File: config.mk
export PLATFORM = sky130hd
export DESIGN_NAME = odc_driver_ctrl
export DESIGN_NICKNAME = d
export VERILOG_FILES = /design/src/core/odc_pkg.sv /design/src/core/odc_driver_ctrl.sv
export SDC_FILE = /design/constraint.sdc
export NUM_CORES = 1
export LEC_CHECK = 0
export BUFFER_PORTS_ARGS = -buffer_cell sky130_fd_sc_hd__buf_2
export CAP_MARGIN = 20
export CORE_ASPECT_RATIO = 0.9
export CORE_UTILIZATION = 55
export CTS_BUF_LIST = sky130_fd_sc_hd__clkbuf_8
export DETAILED_ROUTE_END_ITERATION = 8
export PLACE_DENSITY = 0.87
export SYNTH_ARGS = -nofsm -noshare
export SYNTH_HDL_FRONTEND = slang
export SYNTH_SLANG_ARGS = --single-unit
File: constraint.sdc
create_clock -name clk_i -period 3.3 [get_ports clk_i]
set_clock_uncertainty 0.15 [all_clocks]
set_input_delay 0.66 -clock clk_i [delete_from_list [all_inputs] [get_ports clk_i]]
set_output_delay 0.66 -clock clk_i [all_outputs]
set_load 0.01 [all_outputs]
File: src/core/odc_pkg.sv
package odc_pkg;
	// register offsets
	localparam logic [15:0] READY_OFS = 16'h00fe;
	localparam logic [15:0] KILL_OFS = 16'h0102;
	localparam logic [15:0] PWR_OFS = 16'h0103;
	localparam logic [15:0] STYLE_OFS = 16'h0104;
	localparam logic [15:0] SWING_OFS = 16'h0105;
	localparam logic [15:0] RDIV_OFS = 16'h0180;
	localparam logic [7:0] PAGE_MASK = 8'hff;
	// values
	localparam logic [7:0] READY_VAL = 8'h0f;
	localparam logic [7:0] NOT_READY_VAL = 8'h00;
	localparam logic [7:0] KILL_RST = 8'h00;
	localparam logic [7:0] PWR_RST = 8'h00;
	localparam logic [7:0] STYLE_RST = 8'h00;
	localparam logic [7:0] SWING_RST = 8'h00;
	localparam logic [7:0] RDIV_RST = 8'h00;
	// field positions
	localparam int PDN_BIT = 0;
	localparam int OE_BIT = 1;
	localparam int FORCE2_BIT = 2;
	localparam int SYNC_BIT = 3;
	localparam int KILL_BIT = 0;
	localparam int STYLE_LSB = 0;
	localparam int IDLE_LSB = 4;
	localparam int CM_LSB = 0;
	localparam int SWING_LSB = 4;
	// style codes
	localparam logic [2:0] STYLE_DIFF = 3'h1;
	localparam logic [2:0] STYLE_LPDIFF = 3'h2;
	localparam logic [2:0] STYLE_CMOS = 3'h4;
	// cycles from reset release until ready
	localparam int READY_DLY_CYC = 8;

	typedef struct packed {
		logic [15:0] addr;
		logic [7:0] wdata;
		logic wr;
		logic rd;
	} odc_bus_t;

	typedef struct packed {
		logic diff_en;
		logic lpdiff_en;
		logic cmos_en;
		logic [3:0] common_level;
		logic [2:0] swing;
	} odc_style_t;
endpackage

File: src/core/odc_driver_ctrl.sv
// How it works
// RULE1: ready register reads 0x0f once ready
// RULE2: ready register mirrored on every page
// RULE3: kill bit 0 disables all outputs
// RULE4: kill bit 1 leaves per-output control
// RULE5: power-down bit 1 powers down driver
// RULE6: output-enable bit 1 enables output
// RULE7: force bit selects divide by two
// RULE8: divider value zero is not divide-by-two
// RULE9: force bit ignores programmed divider value
// RULE10: style codes 1,2,4 decode; others reserved
// RULE11: glitchless mode syncs changes to output clock
// RULE12: disabled output rests at idle level
// RULE13: swing and common level only differential
// RULE14: toggle only when killn, enabled, powered up
// RULE15: without glitchless, changes apply at once
module odc_driver_ctrl #(
	parameter int DIV_W = 8 // width of programmed divider
) (
	input wire logic clk_i, // system clock
	input wire logic rst_n_i, // synchronous reset, active low
	input wire logic [15:0] addr_i, // register address
	input wire logic [7:0] wdata_i, // write data
	input wire logic wr_i, // write strobe
	input wire logic rd_i, // read strobe
	output logic [7:0] rdata_o, // read data, cycle after read
	input wire logic src_clk_i, // divider source clock (sampled)
	output logic clk_out_o, // output clock level
	output logic drv_active_o, // driver enabled and powered up
	output logic drv_power_down_o, // driver powered down
	output logic [2:0] style_o, // valid style, 0 when reserved
	output logic [3:0] common_level_o, // effective common level
	output logic [2:0] swing_o, // effective swing
	output logic style_reserved_o // style code is reserved
);
	// ============================================================
	// elaboration check
	if (DIV_W < 1 || DIV_W > 8) begin : g_div_w_chk
		$error("DIV_W must be 1..8");
	end

	// ============================================================
	// register file
	odc_pkg::odc_bus_t bus;
	assign bus = '{addr: addr_i, wdata: wdata_i, wr: wr_i, rd: rd_i};

	logic [7:0] kill_reg, kill_next;
	logic [7:0] pwr_reg, pwr_next;
	logic [7:0] style_reg, style_next;
	logic [7:0] swing_reg, swing_next;
	logic [7:0] rdiv_reg, rdiv_next;
	logic [7:0] rdata_reg, rdata_next;
	logic [3:0] rdy_cnt_reg, rdy_cnt_next;
	logic ready;

	assign ready = (rdy_cnt_reg == 4'(odc_pkg::READY_DLY_CYC));

	always_comb begin
		kill_next = kill_reg;
		pwr_next = pwr_reg;
		style_next = style_reg;
		swing_next = swing_reg;
		rdiv_next = rdiv_reg;
		rdata_next = 8'h00;
		rdy_cnt_next = ready ? rdy_cnt_reg : rdy_cnt_reg + 4'h1;
		if (bus.wr) begin
			case (bus.addr)
				odc_pkg::KILL_OFS: kill_next = {7'h00, bus.wdata[odc_pkg::KILL_BIT]};
				odc_pkg::PWR_OFS: pwr_next = {5'h00, bus.wdata[2:0]};
				odc_pkg::STYLE_OFS: style_next = bus.wdata;
				odc_pkg::SWING_OFS: swing_next = {1'b0, bus.wdata[6:0]};
				odc_pkg::RDIV_OFS: rdiv_next = bus.wdata;
				default: ;
			endcase
		end
		if (bus.rd) begin
			// ready byte decodes on the low byte only, any page
			if (bus.addr[7:0] == odc_pkg::READY_OFS[7:0]) begin
				rdata_next = ready ? odc_pkg::READY_VAL : odc_pkg::NOT_READY_VAL; // see RULE1 see RULE2
			end else begin
				case (bus.addr)
					odc_pkg::KILL_OFS: rdata_next = kill_reg;
					odc_pkg::PWR_OFS: rdata_next = pwr_reg;
					odc_pkg::STYLE_OFS: rdata_next = style_reg;
					odc_pkg::SWING_OFS: rdata_next = swing_reg;
					odc_pkg::RDIV_OFS: rdata_next = rdiv_reg;
					default: rdata_next = 8'h00;
				endcase
			end
		end
	end

	always_ff @(posedge clk_i) begin
		if (!rst_n_i) begin
			kill_reg <= odc_pkg::KILL_RST;
			pwr_reg <= odc_pkg::PWR_RST;
			style_reg <= odc_pkg::STYLE_RST;
			swing_reg <= odc_pkg::SWING_RST;
			rdiv_reg <= odc_pkg::RDIV_RST;
			rdata_reg <= 8'h00;
			rdy_cnt_reg <= 4'h0;
		end else begin
			kill_reg <= kill_next;
			pwr_reg <= pwr_next;
			style_reg <= style_next;
			swing_reg <= swing_next;
			rdiv_reg <= rdiv_next;
			rdata_reg <= rdata_next;
			rdy_cnt_reg <= rdy_cnt_next;
		end
	end
	assign rdata_o = rdata_reg;

	// ============================================================
	// source clock synchroniser
	logic src_s1_reg, src_s2_reg, src_s3_reg;
	always_ff @(posedge clk_i) begin
		if (!rst_n_i) begin
			src_s1_reg <= 1'b0;
			src_s2_reg <= 1'b0;
			src_s3_reg <= 1'b0;
		end else begin
			src_s1_reg <= src_clk_i;
			src_s2_reg <= src_s1_reg;
			src_s3_reg <= src_s2_reg;
		end
	end
	logic src_rise;
	assign src_rise = src_s2_reg & ~src_s3_reg;

	// ============================================================
	// output R divider
	logic force2, glitchless, div_run;
	logic [DIV_W-1:0] div_val;
	logic [DIV_W-1:0] div_cnt_reg, div_cnt_next;
	logic div_clk_reg, div_clk_next;
	logic [DIV_W-1:0] half_cnt;

	assign force2 = pwr_reg[odc_pkg::FORCE2_BIT];
	assign glitchless = style_reg[odc_pkg::SYNC_BIT];
	assign div_val = rdiv_reg[DIV_W-1:0];
	// force bit overrides the value; a zero value alone parks the divider
	assign half_cnt = force2 ? DIV_W'(0) : div_val; // see RULE7 see RULE9
	assign div_run = force2 | (div_val != '0); // see RULE8

	always_comb begin
		div_cnt_next = div_cnt_reg;
		div_clk_next = div_clk_reg;
		if (src_rise && div_run) begin
			if (div_cnt_reg >= half_cnt) begin
				div_cnt_next = '0;
				div_clk_next = ~div_clk_reg;
			end else begin
				div_cnt_next = div_cnt_reg + DIV_W'(1);
			end
		end
	end

	always_ff @(posedge clk_i) begin
		if (!rst_n_i) begin
			div_cnt_reg <= '0;
			div_clk_reg <= 1'b0;
		end else begin
			div_cnt_reg <= div_cnt_next;
			div_clk_reg <= div_clk_next;
		end
	end

	// ============================================================
	// enable and power-down application
	logic oe_req, pdn_req;
	logic oe_eff_reg, oe_eff_next;
	logic pdn_eff_reg, pdn_eff_next;
	logic div_clk_d_reg;
	logic out_fall;

	assign oe_req = pwr_reg[odc_pkg::OE_BIT] & kill_reg[odc_pkg::KILL_BIT]; // see RULE3 see RULE4 see RULE6
	assign pdn_req = pwr_reg[odc_pkg::PDN_BIT]; // see RULE5
	assign out_fall = div_clk_d_reg & ~div_clk_reg;

	always_comb begin
		oe_eff_next = oe_eff_reg;
		pdn_eff_next = pdn_eff_reg;
		if (!glitchless || out_fall) begin
			// glitchless waits for the output's falling edge
			oe_eff_next = oe_req; // see RULE11 see RULE15
			pdn_eff_next = pdn_req; // see RULE11 see RULE15
		end
	end

	always_ff @(posedge clk_i) begin
		if (!rst_n_i) begin
			oe_eff_reg <= 1'b0;
			pdn_eff_reg <= 1'b0;
			div_clk_d_reg <= 1'b0;
		end else begin
			oe_eff_reg <= oe_eff_next;
			pdn_eff_reg <= pdn_eff_next;
			div_clk_d_reg <= div_clk_reg;
		end
	end

	// ============================================================
	// output driver
	logic [1:0] idle_lvl;
	logic active;
	odc_pkg::odc_style_t sty;
	assign idle_lvl = style_reg[odc_pkg::IDLE_LSB +: 2];
	assign active = oe_eff_reg & ~pdn_eff_reg; // see RULE14

	always_comb begin
		sty.diff_en = (style_reg[2:0] == odc_pkg::STYLE_DIFF); // see RULE10
		sty.lpdiff_en = (style_reg[2:0] == odc_pkg::STYLE_LPDIFF);
		sty.cmos_en = (style_reg[2:0] == odc_pkg::STYLE_CMOS);
		sty.common_level = '0;
		sty.swing = '0;
		if (sty.diff_en || sty.lpdiff_en) begin
			sty.common_level = swing_reg[odc_pkg::CM_LSB +: 4]; // see RULE13
			sty.swing = swing_reg[odc_pkg::SWING_LSB +: 3]; // see RULE13
		end
	end

	logic clk_out_reg, clk_out_next;
	always_comb begin
		if (active)
			clk_out_next = div_clk_reg;
		else if (pdn_eff_reg)
			clk_out_next = 1'b0;
		else
			clk_out_next = (idle_lvl == 2'h1); // see RULE12
	end
	always_ff @(posedge clk_i) begin
		if (!rst_n_i)
			clk_out_reg <= 1'b0;
		else
			clk_out_reg <= clk_out_next;
	end

	assign clk_out_o = clk_out_reg;
	assign drv_active_o = active;
	assign drv_power_down_o = pdn_eff_reg;
	assign style_o = (sty.diff_en | sty.lpdiff_en | sty.cmos_en) ? style_reg[2:0] : 3'h0;
	assign style_reserved_o = ~(sty.diff_en | sty.lpdiff_en | sty.cmos_en);
	assign common_level_o = sty.common_level;
	assign swing_o = sty.swing;

	// ============================================================
	// checks
	property p_ready_read;
		@(posedge clk_i) disable iff (!rst_n_i)
		(rd_i && addr_i[7:0] == 8'hfe && ready) |=> (rdata_o == 8'h0f);
	endproperty
	a_ready_read: assert property (p_ready_read) else $error("ready byte wrong"); // see RULE1

	property p_ready_page;
		@(posedge clk_i) disable iff (!rst_n_i)
		(rd_i && addr_i[7:0] == 8'hfe && addr_i[15:8] != 8'h00 && ready) |=> (rdata_o == 8'h0f);
	endproperty
	a_ready_page: assert property (p_ready_page) else $error("ready not mirrored"); // see RULE2

	property p_kill;
		@(posedge clk_i) disable iff (!rst_n_i)
		(!kill_reg[0] && !glitchless) |=> !drv_active_o;
	endproperty
	a_kill: assert property (p_kill) else $error("kill did not disable"); // see RULE3

	property p_enable;
		@(posedge clk_i) disable iff (!rst_n_i)
		(kill_reg[0] && pwr_reg[1:0] == 2'b10 && !glitchless) |=> drv_active_o;
	endproperty
	a_enable: assert property (p_enable) else $error("output not enabled"); // see RULE4

	property p_pdn;
		@(posedge clk_i) disable iff (!rst_n_i)
		drv_power_down_o |=> !clk_out_o;
	endproperty
	a_pdn: assert property (p_pdn) else $error("active while powered down"); // see RULE5

	property p_oe_off;
		@(posedge clk_i) disable iff (!rst_n_i)
		(!pwr_reg[1] && !glitchless) |=> !drv_active_o;
	endproperty
	a_oe_off: assert property (p_oe_off) else $error("active while disabled"); // see RULE6

	property p_force2;
		@(posedge clk_i) disable iff (!rst_n_i)
		(force2 && src_rise) |=> (div_clk_reg != $past(div_clk_reg));
	endproperty
	a_force2: assert property (p_force2) else $error("force divide not by two"); // see RULE7

	property p_rdiv_zero;
		@(posedge clk_i) disable iff (!rst_n_i)
		(!force2 && div_val == '0) |=> (div_clk_reg == $past(div_clk_reg));
	endproperty
	a_rdiv_zero: assert property (p_rdiv_zero) else $error("zero divider value toggled"); // see RULE8

	property p_idle;
		@(posedge clk_i) disable iff (!rst_n_i)
		(!drv_active_o && !drv_power_down_o && idle_lvl == 2'h1) |=> clk_out_o;
	endproperty
	a_idle: assert property (p_idle) else $error("idle level wrong"); // see RULE12

	property p_swing;
		@(posedge clk_i) disable iff (!rst_n_i)
		(style_reg[2:0] == 3'h4) |-> (swing_o == 3'h0 && common_level_o == 4'h0);
	endproperty
	a_swing: assert property (p_swing) else $error("swing applied in cmos"); // see RULE13

	property p_sync_hold;
		@(posedge clk_i) disable iff (!rst_n_i)
		(glitchless && !out_fall) |=> (oe_eff_reg == $past(oe_eff_reg));
	endproperty
	a_sync_hold: assert property (p_sync_hold) else $error("change off output edge"); // see RULE11
endmodule // odc_driver_ctrl

==> results.md <==
- Post-CTS Setup Repair Bufs: 0
- Synth warn: 0
- Critical Path RT: 3.35 ns
- Setup TNS: 0 ns
- RSZ-0062 raised after global routing: false
- Post-Route WL: 5.89 mm
- Syn Nets: 327
- # setup viols final: 0
- Hold/Removal Path Class: flip-flop to flip-flop
- Routed vias: 2262
- Dpl hpwl: 4.47 mm
- Yosys reg bits: 55
- Clk_lat worst skew: 0.31 ns
- DR DRC count: 0
- CTS hold repair buffers: 0
- Final ANT Viol Nets: 0
- Inserted Clock Buffers: 5
- First-pass GRT wire length: 9.00 mm
- Initial DRC count: 131
- Root Buffer Master: clkbuf_8
- Ports: 51
- CTS tree: yes
- Wire per inst: 14.5 um
- Slew margin rel.: 0.561
- CORE AREA: 0.00455 mm2
- Power per cell area: 360 mW/mm2
- Area growth syn-to-layout: 15.9%
- EDFF count, synth: 0
- Synthesized cell area: 0.00264 mm2
- Pin count of the biggest net entering global routing: 36
- Via/cell ratio: 5.59
- Post-Syn Instances: 287
- First drt pass iteration count: 4
- Slowest CP cell: or4_4
- Critical path arrival: 2.71 ns
- Synth cell types: 42
- Max Fclk: 376 MHz
- Min-delay src: src_s1_reg
- Vias in the first global route: 1940
- CP startpoint: addr_i[3]
- Critical path peak fanout: 7
- Fin area: 0.00306 mm2
- Layout cells sized above 1: 0.195
- Post-CTS sizing: 0
- Die ar.: 0.00509 mm2
- Port bufs: 50
- Maximum buffer depth of the clock tree: 2
- Worst path max stage delay: 0.58 ns
- Worst-margin pin slew: 0.653 ns
- Startpoint types: input pin
- LEAKAGE: 1.40 nW
- Chip height: 67.8 um
- Most used cell, CP: or4_4
- Max VDD drop: 272 uV
- Most common cell after layout, fill and taps aside: dfxtp_1
- Min Clock Period, post-route: 2.66 ns
- Max Slew Vio Count: 0
- Initial antenna violation count: 0
- Fin crit share: 0.807
- Reg-to-Reg Start: pwr_reg[2]
- GRT Total Usage: 0.243
- Ordered cell list for the critical path: buf_2 > or4_4 > or4_4 > nor3_4 > mux2i_1 > nor2_1
- Post-Syn Area per Cell: 9.21 um2
- NumNets Final: 382
- Register area share after synthesis: 0.416
- Gr ovfl total: 0
- Rows: 23
- Most frequent cells in the layout: 55 x dfxtp_1, 50 x buf_2, 46 x nor2_1, 34 x mux2i_1, 15 x a21oi_1
- CTS clk-pin slew, worst paths: 0.10 ns
- Max cap viols: 0
- Outcome: finished, final reports clean
- Antenna cells: 0
- Chip width: 75.1 um
- RePlAce Congestion: 0.854
- CP Capture Type: flip-flop
- CTS sink cnt: 55
- Critical path type: input pin to flip-flop
- Area after DPL: 0.00298 mm2
- Fraction of registers with async set/reset: 0
- Htree depth: 2
- Initial Util: 0.581
- Dominant synthesized flop cell: dfxtp_1
- Hold Fails Final Rpt: 0
## worst max-delay path: cells and delay by family
family                 cells  cell delay (ns)
multiplexers               1             0.26
buffers and inverters      1             0.10
AND/OR/NAND/NOR            4             1.68
## report_power, final
group	internal [mW]	total (mW)	switching, mW
logic	0.0254	0.0622	0.0368
registers	0.668	0.672	0.00368
clock network	0.150	0.370	0.220
total	0.843	1.10	0.261
## cells in the mapped netlist, types with 2 or more instances
library cell  instances  share of area
inv_1                 6         0.0085
nand4_1               6          0.014
xnor2_1               3         0.0099
nand3b_1              2         0.0057
o21bai_1              3         0.0085
nor2b_1               6          0.014
nor2_1               46          0.065
ha_1                 11          0.052
a2bb2oi_1             5          0.017
nor3b_1               4          0.011
or4_4                 3          0.013
nand2b_1             11          0.026
or4b_1                2         0.0076
mux2i_1              34           0.13
nand2_1              12          0.017
or3_1                 2         0.0047
a21o_1                2         0.0057
xor2_1                6          0.020
and2_1               11          0.026
nor3_1                4         0.0076
clkbuf_1              4         0.0057
a31oi_1               2         0.0047
dfxtp_1              55           0.42
nor4_1                4         0.0095
a21oi_1              15          0.028
nand3_1              10          0.019
o21ai_0               3         0.0057
## stage by stage
step                      cells  total power, mW  utilization  hold slack, ns  setup WS, ns
after floorplan             287            0.717            -           0.262         0.592
after global routing        405             1.15        0.674           0.321         0.589
after global placement      397            0.747        0.654           0.264         0.381
after CTS                   405             1.11        0.674           0.299         0.651
after detailed placement    397            0.749        0.654           0.277         0.314
final                       405             1.10        0.674           0.296         0.638
## per-layer routing
metal / wire (um) / GRT usage / vias to the layer above
li1: - / - / 1133
met1: 2760 / 0.333 / 1035
met2: 2660 / 0.360 / 78
met3: 301 / 0.0672 / 16
met4: 163 / 0.0943 / 0
met5: 0 / 0 / -
## layout make-up
cell class	count	area, um2
clock buffer	5	68.8
clock inverter	3	18.8
fill	398	1480
inverter	7	26.3
multi-input combinational	220	1500
sequential	55	1100
tap	62	77.6
timing repair buffer	53	273
## cells by family (layout without fill, tap and decap cells)
| group | count (synthesis) | after routing | synth area share |
|---|---|---|---|
| AO/OA/AOI/OAI | 36 | 36 | 0.0866 |
| buffers and inverters | 12 | 68 | 0.0170 |
| XOR/XNOR | 9 | 9 | 0.0298 |
| multiplexers | 34 | 34 | 0.129 |
| adder cells (fa/ha/maj) | 11 | 11 | 0.0521 |
| AND/OR/NAND/NOR | 130 | 130 | 0.269 |
| flip-flops | 55 | 55 | 0.416 |
## final timing paths
path	end	slack [ns]	depth (start not counted)
worst min-delay path	src_s2_reg	0.30	1
worst max register to register	div_cnt_reg[0]	1.08	7
worst max-delay path	swing_reg[6]	0.64	6
worst min register to register	src_s2_reg	0.30	1
Power figures use the tool's default switching activity.
